`config.mk`:
```
export PLATFORM = sky130hd
export DESIGN_NAME = wstm_top
export DESIGN_NICKNAME = d
export VERILOG_FILES = /design/src/verilog/wstm_pkg.sv /design/src/verilog/wstm_insp.sv /design/src/verilog/wstm_top.sv
export SDC_FILE = /design/constraint.sdc
export NUM_CORES = 2
export LEC_CHECK = 0
export BUFFER_PORTS_ARGS = -buffer_cell sky130_fd_sc_hd__buf_2
export CORE_UTILIZATION = 48
export CTS_BUF_LIST = sky130_fd_sc_hd__clkbuf_4 sky130_fd_sc_hd__clkbuf_8
export DETAILED_ROUTE_END_ITERATION = 12
export GPL_ROUTABILITY_DRIVEN = 0
export PLACE_DENSITY_LB_ADDON = 0.2
export SETUP_SLACK_MARGIN = 0.1
export SYNTH_ARGS = -nofsm -noshare
export SYNTH_HDL_FRONTEND = slang
export SYNTH_SLANG_ARGS = --single-unit
```
`constraint.sdc`:
```
create_clock -name core_clk -period 22.4 [get_ports core_clk]
set_input_delay 1.12 -clock core_clk [delete_from_list [all_inputs] [get_ports core_clk]]
set_output_delay 1.12 -clock core_clk [all_outputs]
set_load 0.02 [all_outputs]
```
`src/verilog/wstm_pkg.sv`:
```
// Constants, register map and phase type for the weld sequence tail monitor.
// Assumes a single 125 MHz control clock; all phase times are in milliseconds.
package wstm_pkg;
	// Millisecond tick derived from the control clock
	localparam int CLK_KHZ  = 125000;
	localparam int TICK_MS  = 1;
	localparam int TICK_CYC = CLK_KHZ * TICK_MS;

	// Register byte offsets (32-bit words)
	localparam logic [7:0] REG_CTRL     = 8'h00;
	localparam logic [7:0] REG_TIME_A   = 8'h04;
	localparam logic [7:0] REG_TIME_B   = 8'h08;
	localparam logic [7:0] REG_DOWN     = 8'h0C;
	localparam logic [7:0] REG_POST_AMP = 8'h10;
	localparam logic [7:0] REG_DELAY    = 8'h14;
	localparam logic [7:0] REG_INSP_EN  = 8'h18;
	localparam logic [7:0] REG_PROG     = 8'h1C;
	localparam logic [7:0] REG_FORCE    = 8'h20;
	localparam logic [7:0] REG_STATUS   = 8'h24;
	localparam logic [1:0] SLOT_REGION  = 2'h1;
	localparam logic [1:0] SLOT_NOM     = 2'h0;
	localparam logic [1:0] SLOT_TOL     = 2'h1;
	localparam logic [1:0] SLOT_WIN     = 2'h2;

	// Field positions
	localparam int CTRL_SERIES   = 0;
	localparam int FORCE_IDX_LSB = 8;
	localparam int STAT_FAULT    = 3;
	localparam int STAT_EMPTY    = 4;
	localparam int STAT_CALC     = 5;
	localparam int STAT_INSP_LSB = 6;
	localparam int STAT_MS_LSB   = 16;

	// Sizes
	localparam int DW       = 16;
	localparam int NUM_PROG = 4;
	localparam int INSP_MAX = 3;

	// Force scaling: percent in, millivolts out
	localparam logic [6:0] FORCE_MAX_PCT  = 7'h63;
	localparam int         FORCE_FULL_PCT = 99;
	localparam int         FORCE_FULL_MV  = 9960;

	// Reset values
	localparam logic [31:0] RST_WORD    = 32'h0000_0000;
	localparam logic [15:0] RST_HALF    = 16'h0000;
	localparam logic [7:0]  RST_INSP_EN = 8'h00;
	localparam logic [6:0]  RST_FORCE   = 7'h00;

	typedef enum logic [2:0] {
		PH_IDLE, PH_DOWN, PH_RECOOL, PH_POST, PH_HOLD, PH_FAULT, PH_OPEN, PH_SQZ
	} wstm_phase_e;
endpackage : wstm_pkg

```
`src/verilog/wstm_insp.sv`:
```
// One inspector slot: tolerance check and deviation window on a sample stream.
// Assumes samples arrive only while the measurement window is open.
`timescale 1ns/1ps
`default_nettype none
module wstm_insp (
	input  wire logic        core_clk,
	input  wire logic        srst,
	input  wire logic        clear,
	input  wire logic        enable,
	input  wire logic        smp_valid,
	input  wire logic [15:0] smp,
	input  wire logic [15:0] nominal,
	input  wire logic [15:0] tol_pos,
	input  wire logic [15:0] tol_neg,
	input  wire logic [15:0] win,
	input  wire logic        close,
	output logic             done,
	output logic             fault,
	output logic             seen
);
	logic [15:0] acc;

	// Limits; a lower limit below zero can never be undershot
	wire [16:0] upper = {1'b0, nominal} + {1'b0, tol_pos};
	wire [16:0] lower = {1'b0, nominal} - {1'b0, tol_neg};
	wire        take  = enable && smp_valid;
	wire        above = {1'b0, smp} > upper;
	wire        below = !lower[16] && (smp < lower[15:0]);
	wire        dev   = take && (above || below);

	// Deviations add, good samples drain; a lone outlier trips only when win is zero
	wire [15:0] inc      = (acc == 16'hFFFF) ? acc : acc + 16'h0001;
	wire [15:0] dec      = (acc == 16'h0000) ? acc : acc - 16'h0001;
	wire [15:0] next_acc = dev ? inc : (take ? dec : acc);
	wire        trip     = dev && (next_acc > win);

	// Clear at weld start; a trip in the same cycle still wins
	always_ff @(posedge core_clk) begin
		if (srst) begin
			acc   <= wstm_pkg::RST_HALF;
			done  <= 1'b1;
			fault <= 1'b0;
			seen  <= 1'b0;
		end else begin
			acc   <= clear ? wstm_pkg::RST_HALF : next_acc;
			done  <= close || (done && !clear);
			fault <= trip || (fault && !clear);
			seen  <= take || (seen && !clear);
		end
	end
endmodule : wstm_insp
`default_nettype wire

```
`src/verilog/wstm_top.sv`:
```
// Tail of a resistance-weld sequence: decrease, recool, post-heat, hold, open.
// Also force output scaling, measurement window and three inspector slots.
// Assumes all process inputs are synchronous to core_clk; Avalon-MM slave.
`timescale 1ns/1ps
`default_nettype none
// Function
// - After main current, wait a programmed current-free recool with gun closed.
// - Post-heat current starts from the amplitude where the decrease ended.
// - Drive the configured post-heat current for the programmed post-heat time.
// - Hold begins right after the last current phase, main or post-heat.
// - During hold keep gun closed for the programmed time, no current.
// - Extend hold until monitoring and inspector calculations are complete.
// - Good weld: at hold end open gun, pulse end-of-sequence, release interlock.
// - Faulty weld: no end-of-sequence, prolong hold, gun closed, raise fault.
// - Operator acknowledge ends prolonged hold, opens gun, signals end-of-sequence.
// - Open time runs only in series spot mode, starting at hold end.
// - Open time drops solenoid; on expiry close gun, start next squeeze.
// - Start withdrawn during open time ends it and the series at once.
// - Force percent maps linearly to valve voltage, 99 percent to 9.96 V.
// - Force value goes to valve and field bus at the same time.
// - Force of a program takes effect as soon as it is selected.
// - At most three inspectors may be active together.
// - After each weld every active inspector flags deviations from nominal.
// - Measurement window opens at first current plus programmed start delay.
// - Measurement window closes when current time ends.
// - Start delay longer than current time gives an empty window, no measurement.
// - Separate positive and negative tolerances; exceeding either raises a message.
// - Deviation window suppresses isolated outliers, flags accumulated deviations.
// - Decrease ramps from main current to zero or to post-heat current.
module wstm_top #(
	parameter int TICK_CYC = wstm_pkg::TICK_CYC
) (
	input  wire logic        core_clk,
	input  wire logic        srst,
	input  wire logic [7:0]  avs_address,
	input  wire logic        avs_read,
	input  wire logic        avs_write,
	input  wire logic [31:0] avs_writedata,
	output logic      [31:0] avs_readdata,
	output logic             avs_waitrequest,
	input  wire logic        main_end,
	input  wire logic [15:0] main_amp,
	input  wire logic        cur_on,
	input  wire logic        start_in,
	input  wire logic        fault_ack,
	input  wire logic        calc_busy,
	input  wire logic        smp_valid,
	input  wire logic [47:0] smp_data,
	output logic             gun_close,
	output logic             weld_on,
	output logic      [15:0] weld_amp,
	output logic             end_of_seq,
	output logic             start_interlock,
	output logic             next_squeeze,
	output logic             series_end,
	output logic             fault_acknowledge_message,
	output logic             meas_open,
	output logic             meas_empty,
	output logic      [15:0] valve_mv,
	output logic      [6:0]  fbus_force,
	output logic      [2:0]  insp_fault
);
	localparam int S    = wstm_pkg::INSP_MAX;
	localparam int DW   = wstm_pkg::DW;
	localparam int DIVW = $clog2(TICK_CYC + 1);

	wstm_pkg::wstm_phase_e phase, next_phase, after_main, after_cur, fin_next;
	logic [DIVW-1:0] div;
	logic [15:0] ms_left, load_ms, amp, next_amp, dly_left;
	logic [31:0] time_a, time_b, down_cfg, rd_mux;
	logic [15:0] post_amp, meas_delay;
	logic [7:0]  insp_en;
	logic [1:0]  prog;
	logic        series, ack_q, cur_q, armed;
	logic [6:0]  force_tab [wstm_pkg::NUM_PROG];
	logic [15:0] nom [S];
	logic [15:0] tolp [S];
	logic [15:0] toln [S];
	logic [15:0] win [S];
	logic [S-1:0] slot_act, slot_done, slot_fault, slot_seen;

	function automatic logic [3:0] ones8(input logic [7:0] v);
		ones8 = 4'h0;
		for (int i = 0; i < 8; i++) begin
			ones8 = ones8 + {3'h0, v[i]};
		end
	endfunction : ones8

	// Step toward a target; a zero step jumps straight to it
	function automatic logic [15:0] toward(input logic [15:0] a, input logic [15:0] t, input logic [15:0] s);
		logic [16:0] dn;
		logic [16:0] up;
		dn = {1'b0, a} - {1'b0, s};
		up = {1'b0, a} + {1'b0, s};
		if (s == 16'h0000)
			toward = t;
		else if (a > t)
			toward = (dn[16] || dn[15:0] < t) ? t : dn[15:0];
		else
			toward = (up > {1'b0, t}) ? t : up[15:0];
	endfunction : toward

	function automatic logic [15:0] pct_to_mv(input logic [6:0] p);
		logic [20:0] prod;
		prod = 21'(p) * 21'(wstm_pkg::FORCE_FULL_MV);
		pct_to_mv = 16'(prod / 21'(wstm_pkg::FORCE_FULL_PCT));
	endfunction : pct_to_mv

	// Configuration fields
	wire [15:0] recool_ms = time_a[15:0];
	wire [15:0] post_ms   = time_a[31:16];
	wire [15:0] hold_ms   = time_b[15:0];
	wire [15:0] open_ms   = time_b[31:16];
	wire [15:0] down_ms   = down_cfg[15:0];
	wire [15:0] down_step = down_cfg[31:16];
	wire        dec_cfg   = down_ms != 16'h0000;
	wire        post_cfg  = post_ms != 16'h0000;
	wire [15:0] dec_target = post_cfg ? post_amp : wstm_pkg::RST_HALF;

	// Bus decode; every access waits exactly one cycle
	wire        req      = avs_read || avs_write;
	wire        wr       = avs_write && ack_q;
	wire [7:0]  addr     = {avs_address[7:2], 2'b00};
	wire        slot_rgn = addr[7:6] == wstm_pkg::SLOT_REGION;
	wire [1:0]  slot_idx = addr[5:4];
	wire [1:0]  slot_fld = addr[3:2];
	wire        slot_ok  = slot_rgn && (32'(slot_idx) < S) && (slot_fld != 2'h3);
	wire [6:0]  pct_in   = (avs_writedata[6:0] > wstm_pkg::FORCE_MAX_PCT) ? wstm_pkg::FORCE_MAX_PCT
		: avs_writedata[6:0];
	wire [1:0]  f_idx    = avs_writedata[wstm_pkg::FORCE_IDX_LSB +: 2];
	wire        insp_ok  = ones8(avs_writedata[7:0]) <= 4'(S);
	assign avs_waitrequest = req && !ack_q;

	// Sequencing terms
	wire tick      = div == DIVW'(TICK_CYC - 1);
	wire expired   = ms_left == 16'h0000;
	wire phase_chg = next_phase != phase;
	wire cur_rise  = cur_on && !cur_q;
	wire cur_fall  = !cur_on && cur_q;
	wire calc_done = (&(slot_done | ~slot_act)) && !calc_busy;
	wire any_fault = |(slot_fault & slot_act);
	wire next_cur  = (next_phase == wstm_pkg::PH_DOWN) || (next_phase == wstm_pkg::PH_POST);
	assign after_cur  = post_cfg ? wstm_pkg::PH_RECOOL : wstm_pkg::PH_HOLD;
	assign after_main = dec_cfg ? wstm_pkg::PH_DOWN : after_cur;
	assign fin_next   = (series && start_in) ? wstm_pkg::PH_OPEN : wstm_pkg::PH_IDLE;

	// Phase transitions
	always_comb begin
		next_phase = phase;
		unique case (phase)
			wstm_pkg::PH_IDLE, wstm_pkg::PH_SQZ: begin
				if (main_end)
					next_phase = after_main;
				else if (phase == wstm_pkg::PH_SQZ && !start_in)
					next_phase = wstm_pkg::PH_IDLE;
			end
			wstm_pkg::PH_DOWN: begin
				if (expired)
					next_phase = after_cur;
			end
			wstm_pkg::PH_RECOOL: begin
				if (expired)
					next_phase = wstm_pkg::PH_POST;
			end
			wstm_pkg::PH_POST: begin
				if (expired)
					next_phase = wstm_pkg::PH_HOLD;
			end
			wstm_pkg::PH_HOLD: begin
				if (expired && calc_done)
					next_phase = any_fault ? wstm_pkg::PH_FAULT : fin_next;
			end
			wstm_pkg::PH_FAULT: begin
				if (fault_ack)
					next_phase = fin_next;
			end
			wstm_pkg::PH_OPEN: begin
				if (!start_in)
					next_phase = wstm_pkg::PH_IDLE;
				else if (expired)
					next_phase = wstm_pkg::PH_SQZ;
			end
		endcase
	end

	// Duration loaded on entry to each timed phase
	always_comb begin
		unique case (next_phase)
			wstm_pkg::PH_DOWN:   load_ms = down_ms;
			wstm_pkg::PH_RECOOL: load_ms = recool_ms;
			wstm_pkg::PH_POST:   load_ms = post_ms;
			wstm_pkg::PH_HOLD:   load_ms = hold_ms;
			wstm_pkg::PH_OPEN:   load_ms = open_ms;
			wstm_pkg::PH_IDLE, wstm_pkg::PH_FAULT, wstm_pkg::PH_SQZ: load_ms = wstm_pkg::RST_HALF;
		endcase
	end

	// Amplitude: ramp during decrease, settle toward post-heat level
	always_comb begin
		next_amp = amp;
		if (phase_chg && next_phase == wstm_pkg::PH_DOWN)
			next_amp = main_amp;
		else if (phase_chg && next_phase == wstm_pkg::PH_POST && !dec_cfg)
			next_amp = post_amp;
		else if (tick && phase == wstm_pkg::PH_DOWN)
			next_amp = toward(amp, dec_target, down_step);
		else if (tick && phase == wstm_pkg::PH_POST)
			next_amp = toward(amp, post_amp, down_step);
	end

	// Millisecond divider restarts with each phase so a phase lasts whole ticks
	always_ff @(posedge core_clk) begin
		if (srst || phase_chg || cur_rise || tick)
			div <= '0;
		else
			div <= div + 1'b1;
	end

	// Phase register and its timer
	always_ff @(posedge core_clk) begin
		if (srst) begin
			phase   <= wstm_pkg::PH_IDLE;
			ms_left <= wstm_pkg::RST_HALF;
			amp     <= wstm_pkg::RST_HALF;
		end else begin
			phase <= next_phase;
			amp   <= next_amp;
			if (phase_chg)
				ms_left <= load_ms;
			else if (tick && !expired)
				ms_left <= ms_left - 16'h0001;
		end
	end

	// Gun, current and sequence outputs, registered from the next phase
	wire fin_edge = (phase == wstm_pkg::PH_HOLD || phase == wstm_pkg::PH_FAULT)
		&& (next_phase == wstm_pkg::PH_OPEN || next_phase == wstm_pkg::PH_IDLE);
	wire closed_nx = !(next_phase == wstm_pkg::PH_IDLE || next_phase == wstm_pkg::PH_OPEN);
	wire lock_nx = closed_nx && next_phase != wstm_pkg::PH_SQZ;
	always_ff @(posedge core_clk) begin
		if (srst) begin
			gun_close       <= 1'b0;
			weld_on         <= 1'b0;
			weld_amp        <= wstm_pkg::RST_HALF;
			end_of_seq      <= 1'b0;
			start_interlock <= 1'b0;
			next_squeeze    <= 1'b0;
			series_end      <= 1'b0;
			fault_acknowledge_message <= 1'b0;
		end else begin
			gun_close       <= closed_nx;
			weld_on         <= next_cur;
			weld_amp        <= next_cur ? next_amp : wstm_pkg::RST_HALF;
			end_of_seq      <= fin_edge;
			start_interlock <= lock_nx;
			next_squeeze    <= phase == wstm_pkg::PH_OPEN && next_phase == wstm_pkg::PH_SQZ;
			series_end      <= (phase == wstm_pkg::PH_OPEN || phase == wstm_pkg::PH_SQZ)
				&& next_phase == wstm_pkg::PH_IDLE;
			fault_acknowledge_message <= next_phase == wstm_pkg::PH_FAULT;
		end
	end

	// Measurement window; an upstream current time is one cur_on level
	always_ff @(posedge core_clk) begin
		if (srst) begin
			cur_q      <= 1'b0;
			armed      <= 1'b0;
			dly_left   <= wstm_pkg::RST_HALF;
			meas_open  <= 1'b0;
			meas_empty <= 1'b0;
		end else begin
			cur_q <= cur_on;
			if (cur_rise) begin
				armed      <= 1'b1;
				dly_left   <= meas_delay;
				meas_empty <= 1'b0;
				meas_open  <= 1'b0;
			end else if (cur_fall) begin
				armed      <= 1'b0;
				meas_open  <= 1'b0;
				meas_empty <= !meas_open;
			end else if (armed) begin
				if (dly_left == 16'h0000)
					meas_open <= 1'b1;
				else if (tick)
					dly_left <= dly_left - 16'h0001;
			end
		end
	end

	// Force output; table lookup follows the selected program every cycle
	always_ff @(posedge core_clk) begin
		if (srst) begin
			valve_mv   <= wstm_pkg::RST_HALF;
			fbus_force <= wstm_pkg::RST_FORCE;
			insp_fault <= '0;
		end else begin
			valve_mv   <= pct_to_mv(force_tab[prog]);
			fbus_force <= force_tab[prog];
			insp_fault <= slot_fault & slot_act;
		end
	end

	// Inspector slots; the first N slots follow the count of enabled inspectors
	for (genvar k = 0; k < S; k++) begin : g_slot
		wire wr_slot = wr && slot_ok && (32'(slot_idx) == k);
		assign slot_act[k] = ones8(insp_en) > 4'(k);
		always_ff @(posedge core_clk) begin
			if (srst) begin
				nom[k]  <= wstm_pkg::RST_HALF;
				tolp[k] <= wstm_pkg::RST_HALF;
				toln[k] <= wstm_pkg::RST_HALF;
				win[k]  <= wstm_pkg::RST_HALF;
			end else if (wr_slot) begin
				if (slot_fld == wstm_pkg::SLOT_NOM)
					nom[k] <= avs_writedata[15:0];
				if (slot_fld == wstm_pkg::SLOT_TOL) begin
					tolp[k] <= avs_writedata[15:0];
					toln[k] <= avs_writedata[31:16];
				end
				if (slot_fld == wstm_pkg::SLOT_WIN)
					win[k] <= avs_writedata[15:0];
			end
		end
		wstm_insp u_insp (
			.core_clk  (core_clk),
			.srst      (srst),
			.clear     (cur_rise),
			.enable    (slot_act[k]),
			.smp_valid (smp_valid && meas_open),
			.smp       (smp_data[k*DW +: DW]),
			.nominal   (nom[k]),
			.tol_pos   (tolp[k]),
			.tol_neg   (toln[k]),
			.win       (win[k]),
			.close     (cur_fall),
			.done      (slot_done[k]),
			.fault     (slot_fault[k]),
			.seen      (slot_seen[k])
		);
	end

	// Control registers; an inspector set with too many bits is refused
	always_ff @(posedge core_clk) begin
		if (srst) begin
			series     <= 1'b0;
			time_a     <= wstm_pkg::RST_WORD;
			time_b     <= wstm_pkg::RST_WORD;
			down_cfg   <= wstm_pkg::RST_WORD;
			post_amp   <= wstm_pkg::RST_HALF;
			meas_delay <= wstm_pkg::RST_HALF;
			insp_en    <= wstm_pkg::RST_INSP_EN;
			prog       <= 2'h0;
			for (int i = 0; i < wstm_pkg::NUM_PROG; i++)
				force_tab[i] <= wstm_pkg::RST_FORCE;
		end else if (wr) begin
			if (addr == wstm_pkg::REG_CTRL)
				series <= avs_writedata[wstm_pkg::CTRL_SERIES];
			if (addr == wstm_pkg::REG_TIME_A)
				time_a <= avs_writedata;
			if (addr == wstm_pkg::REG_TIME_B)
				time_b <= avs_writedata;
			if (addr == wstm_pkg::REG_DOWN)
				down_cfg <= avs_writedata;
			if (addr == wstm_pkg::REG_POST_AMP)
				post_amp <= avs_writedata[15:0];
			if (addr == wstm_pkg::REG_DELAY)
				meas_delay <= avs_writedata[15:0];
			if (addr == wstm_pkg::REG_INSP_EN && insp_ok)
				insp_en <= avs_writedata[7:0];
			if (addr == wstm_pkg::REG_PROG)
				prog <= avs_writedata[1:0];
			if (addr == wstm_pkg::REG_FORCE)
				force_tab[f_idx] <= pct_in;
		end
	end

	// Read mux; unmapped addresses read zero
	wire [31:0] status = {ms_left, 7'h00, slot_fault & slot_act, calc_done, meas_empty,
		fault_acknowledge_message, phase};
	wire [31:0] slot_rd = (slot_fld == wstm_pkg::SLOT_NOM) ? {16'h0000, nom[slot_idx]}
		: (slot_fld == wstm_pkg::SLOT_TOL) ? {toln[slot_idx], tolp[slot_idx]}
		: {16'h0000, win[slot_idx]};
	always_comb begin
		rd_mux = wstm_pkg::RST_WORD;
		if (slot_ok)
			rd_mux = slot_rd;
		else if (addr == wstm_pkg::REG_CTRL)
			rd_mux = {31'h0, series};
		else if (addr == wstm_pkg::REG_TIME_A)
			rd_mux = time_a;
		else if (addr == wstm_pkg::REG_TIME_B)
			rd_mux = time_b;
		else if (addr == wstm_pkg::REG_DOWN)
			rd_mux = down_cfg;
		else if (addr == wstm_pkg::REG_POST_AMP)
			rd_mux = {16'h0000, post_amp};
		else if (addr == wstm_pkg::REG_DELAY)
			rd_mux = {16'h0000, meas_delay};
		else if (addr == wstm_pkg::REG_INSP_EN)
			rd_mux = {24'h000000, insp_en};
		else if (addr == wstm_pkg::REG_PROG)
			rd_mux = {30'h0, prog};
		else if (addr == wstm_pkg::REG_FORCE)
			rd_mux = {25'h0, force_tab[prog]};
		else if (addr == wstm_pkg::REG_STATUS)
			rd_mux = status;
	end

	// Read data latched in the wait cycle so it stands when waitrequest falls
	always_ff @(posedge core_clk) begin
		if (srst) begin
			ack_q        <= 1'b0;
			avs_readdata <= wstm_pkg::RST_WORD;
		end else begin
			ack_q <= req && !ack_q;
			if (req && !ack_q)
				avs_readdata <= rd_mux;
		end
	end
endmodule : wstm_top
`default_nettype wire

```
==> out/metrics.yaml <==
path_max_fanout: 20
nets: 5890
rsz0062_at_grt: "no"
cts.clk_slew.worst_paths_ps: 60
synthTopCellsByCount: "nand2_1 (538), a21oi_1 (483), nor2_1 (435)"
start_util_pct: 48.77
h-tree-depth: 3
outcome: "finished clean"
first_iter_violations: 4484
grt_pass1_wl_um: 216700
yosys_warnings: 0
drv_slew: 0
period_minus_slack_ps: 18460
cap_violations: 0
ys_ff_latch: 568
drive_gt1_share_pct: 10.38
gr-total-overflow: 0
fin_crit_sh_pct: 82.41
coreArea_um2: 89060
critPathSlowestCell: "o211ai_2"
yosysUniqueCellTypes: 118
critPathKind: "reg2reg"
synth_ff_type: "dfxtp_1"
post_cts_resized: 0
finalSetupViolations: 0
grt_pass1_vias: 36274
fp.dieH_um: 302.8
synth_cells: 5239
synth_top_area_cell: "dfxtp_1"
async_flop_share_pct: 0
critPathCaptureType: "register"
synth_area_leaders: "dfxtp_1 (16%), edfxtp_1 (15%), ha_1 (12%), a21oi_1 (5.6%), nand2_1 (4.6%)"
portBuffers: 194
grt_max_degree: 95
hold_class: "reg2reg"
tritoncts: "done"
fin_worst_skew_ps: 37.06
cp.arrival_ps: 19060
crit_buf_inv: 6
synth.most_common_cell: "nand2_1"
slowest_delay_ps: 630
tns_ps: 0
clk_latency_ps: 760
viasPerCell: 6.020
fp-row-count: 109
die-area_um2: 91700
grtUsageTotal_pct: 30.79
max_slew_margin_pct: 18.38
postSynthAreaPerCell_um2: 8.291
antenna_found_initial: 20
ctsLongestPathBuffers: 3
hold_viol: 0
max_freq_mhz: 54.17
worstMarginPinSlew_ps: 1218
place_hpwl_um: 106300
cts_sinks: 568
cts_setup_buffers: 0
vias: 39605
cp_top_family: "compound AO/OA/AOI/OAI gates"
die_x_um: 302.8
wl_um: 144600
synth_area_um2: 43440
synth-edff-count: 220
cts_root_buffer: "clkbuf_8"
numCtsBuffers: 100
avgRoutedWirePerCell_um: 21.97
boundaryPins: 198
drtPass1Iterations: 7
postRouteAntennaNets: 0
synth-seq-area-share_pct: 31.25
synth_top_area_share_pct: 16.04
cp-start-kind: "register"
synthToLayoutAreaGrowth_pct: 9.656
required_ps: 23000
synth_nets: 5810
postCtsHoldBufs: 0
post-route-drc-count: 0
==> cells in the final DEF, fill, tap and decap left out, drive strengths merged, types with 38 or more instances in the layout <==
| master | synthesis | layout |
|---|---|---|
| nand2b | 84 | 84 |
| nor3 | 100 | 100 |
| inv | 349 | 353 |
| o22ai | 50 | 50 |
| nand3 | 100 | 100 |
| clkbuf | 229 | 139 |
| nand2 | 540 | 540 |
| o21ai | 300 | 300 |
| a21o | 70 | 70 |
| mux2i | 108 | 108 |
| nor2 | 436 | 436 |
| nand4 | 63 | 63 |
| xor2 | 57 | 57 |
| xnor2 | 153 | 153 |
| edfxtp | 220 | 220 |
| buf | 38 | 245 |
| a211oi | 49 | 49 |
| a22oi | 49 | 49 |
| mux2 | 38 | 38 |
| ha | 424 | 424 |
| a21oi | 489 | 489 |
| and2 | 233 | 233 |
| nor2b | 74 | 74 |
| nor4 | 84 | 84 |
| dfxtp | 348 | 348 |
| o211ai | 43 | 43 |
| o21bai | 69 | 69 |
==> flip-flops by register name, indices dropped and copies added, names as in the netlist, 17 cells and up, named ones only <==
signal             flops
down_cfg              32
force_tab             28
div                   17
win                   48
nom                   48
tolp                  48
toln                  48
avs_readdata          32
g_slot.u_insp.acc     48
time_b                32
time_a                32
==> metal layers <==
layer	wire length, um	share of wire (%)	up-vias	track usage, %
li1	-	-	18937	-
met3	12940	9.0	333	5.836
met4	6292	4.4	16	12.51
met2	63530	44	1849	47.73
met1	61700	43	18470	42.06
met5	98	0.068	-	0
==> cell type report <==
| class | count | area, um2 |
|---|---|---|
| Antenna cell | 8 | 20.02 |
| Clock buffer | 139 | 1750 |
| Clock inverter | 50 | 529.3 |
| Fill cell | 8432 | 41430 |
| Inverter | 349 | 1310 |
| Multi-Input combinational cell | 4055 | 27620 |
| Sequential cell | 568 | 13570 |
| Tap cell | 1165 | 1458 |
| Timing Repair Buffer | 245 | 1366 |
==> logic make-up after synthesis <==
group | share of synthesized area, %
fa+ha+maj | 13.80
simple gates | 20.29
flops | 31.25
other cells | 0.008633
compound gates | 20.46
xor+xnor | 4.303
mux | 4.459
buf+inv | 5.427
==> worst paths after layout <==
check	start	end	slack, ps	depth (start not counted)
max reg2reg	register	valve_mv[0]	3940	59
max	register	valve_mv[0]	3940	59
min	div[0]	div[0]	440	1
min reg2reg	div[0]	div[0]	440	1
==> stage by stage <==
stage | utilization, % | hold slack [ps] | cells | worst slack, ps | area, um2
floorplan | - | 413.0 | 5239 | 7405 | 43440
global placement | 50.90 | 427.7 | 6382 | 4309 | 45330
detailed placement | 50.90 | 434.0 | 6382 | 4135 | 45330
CTS | 53.46 | 443.7 | 6571 | 4030 | 47610
global route | 53.48 | 463.5 | 6576 | 2597 | 47620
finish | 53.48 | 440.6 | 6579 | 3939 | 47630
Power is left out: the tool's default activity adds up to more than one toggle a clock period on the data nets, which glitch-free logic cannot reach.
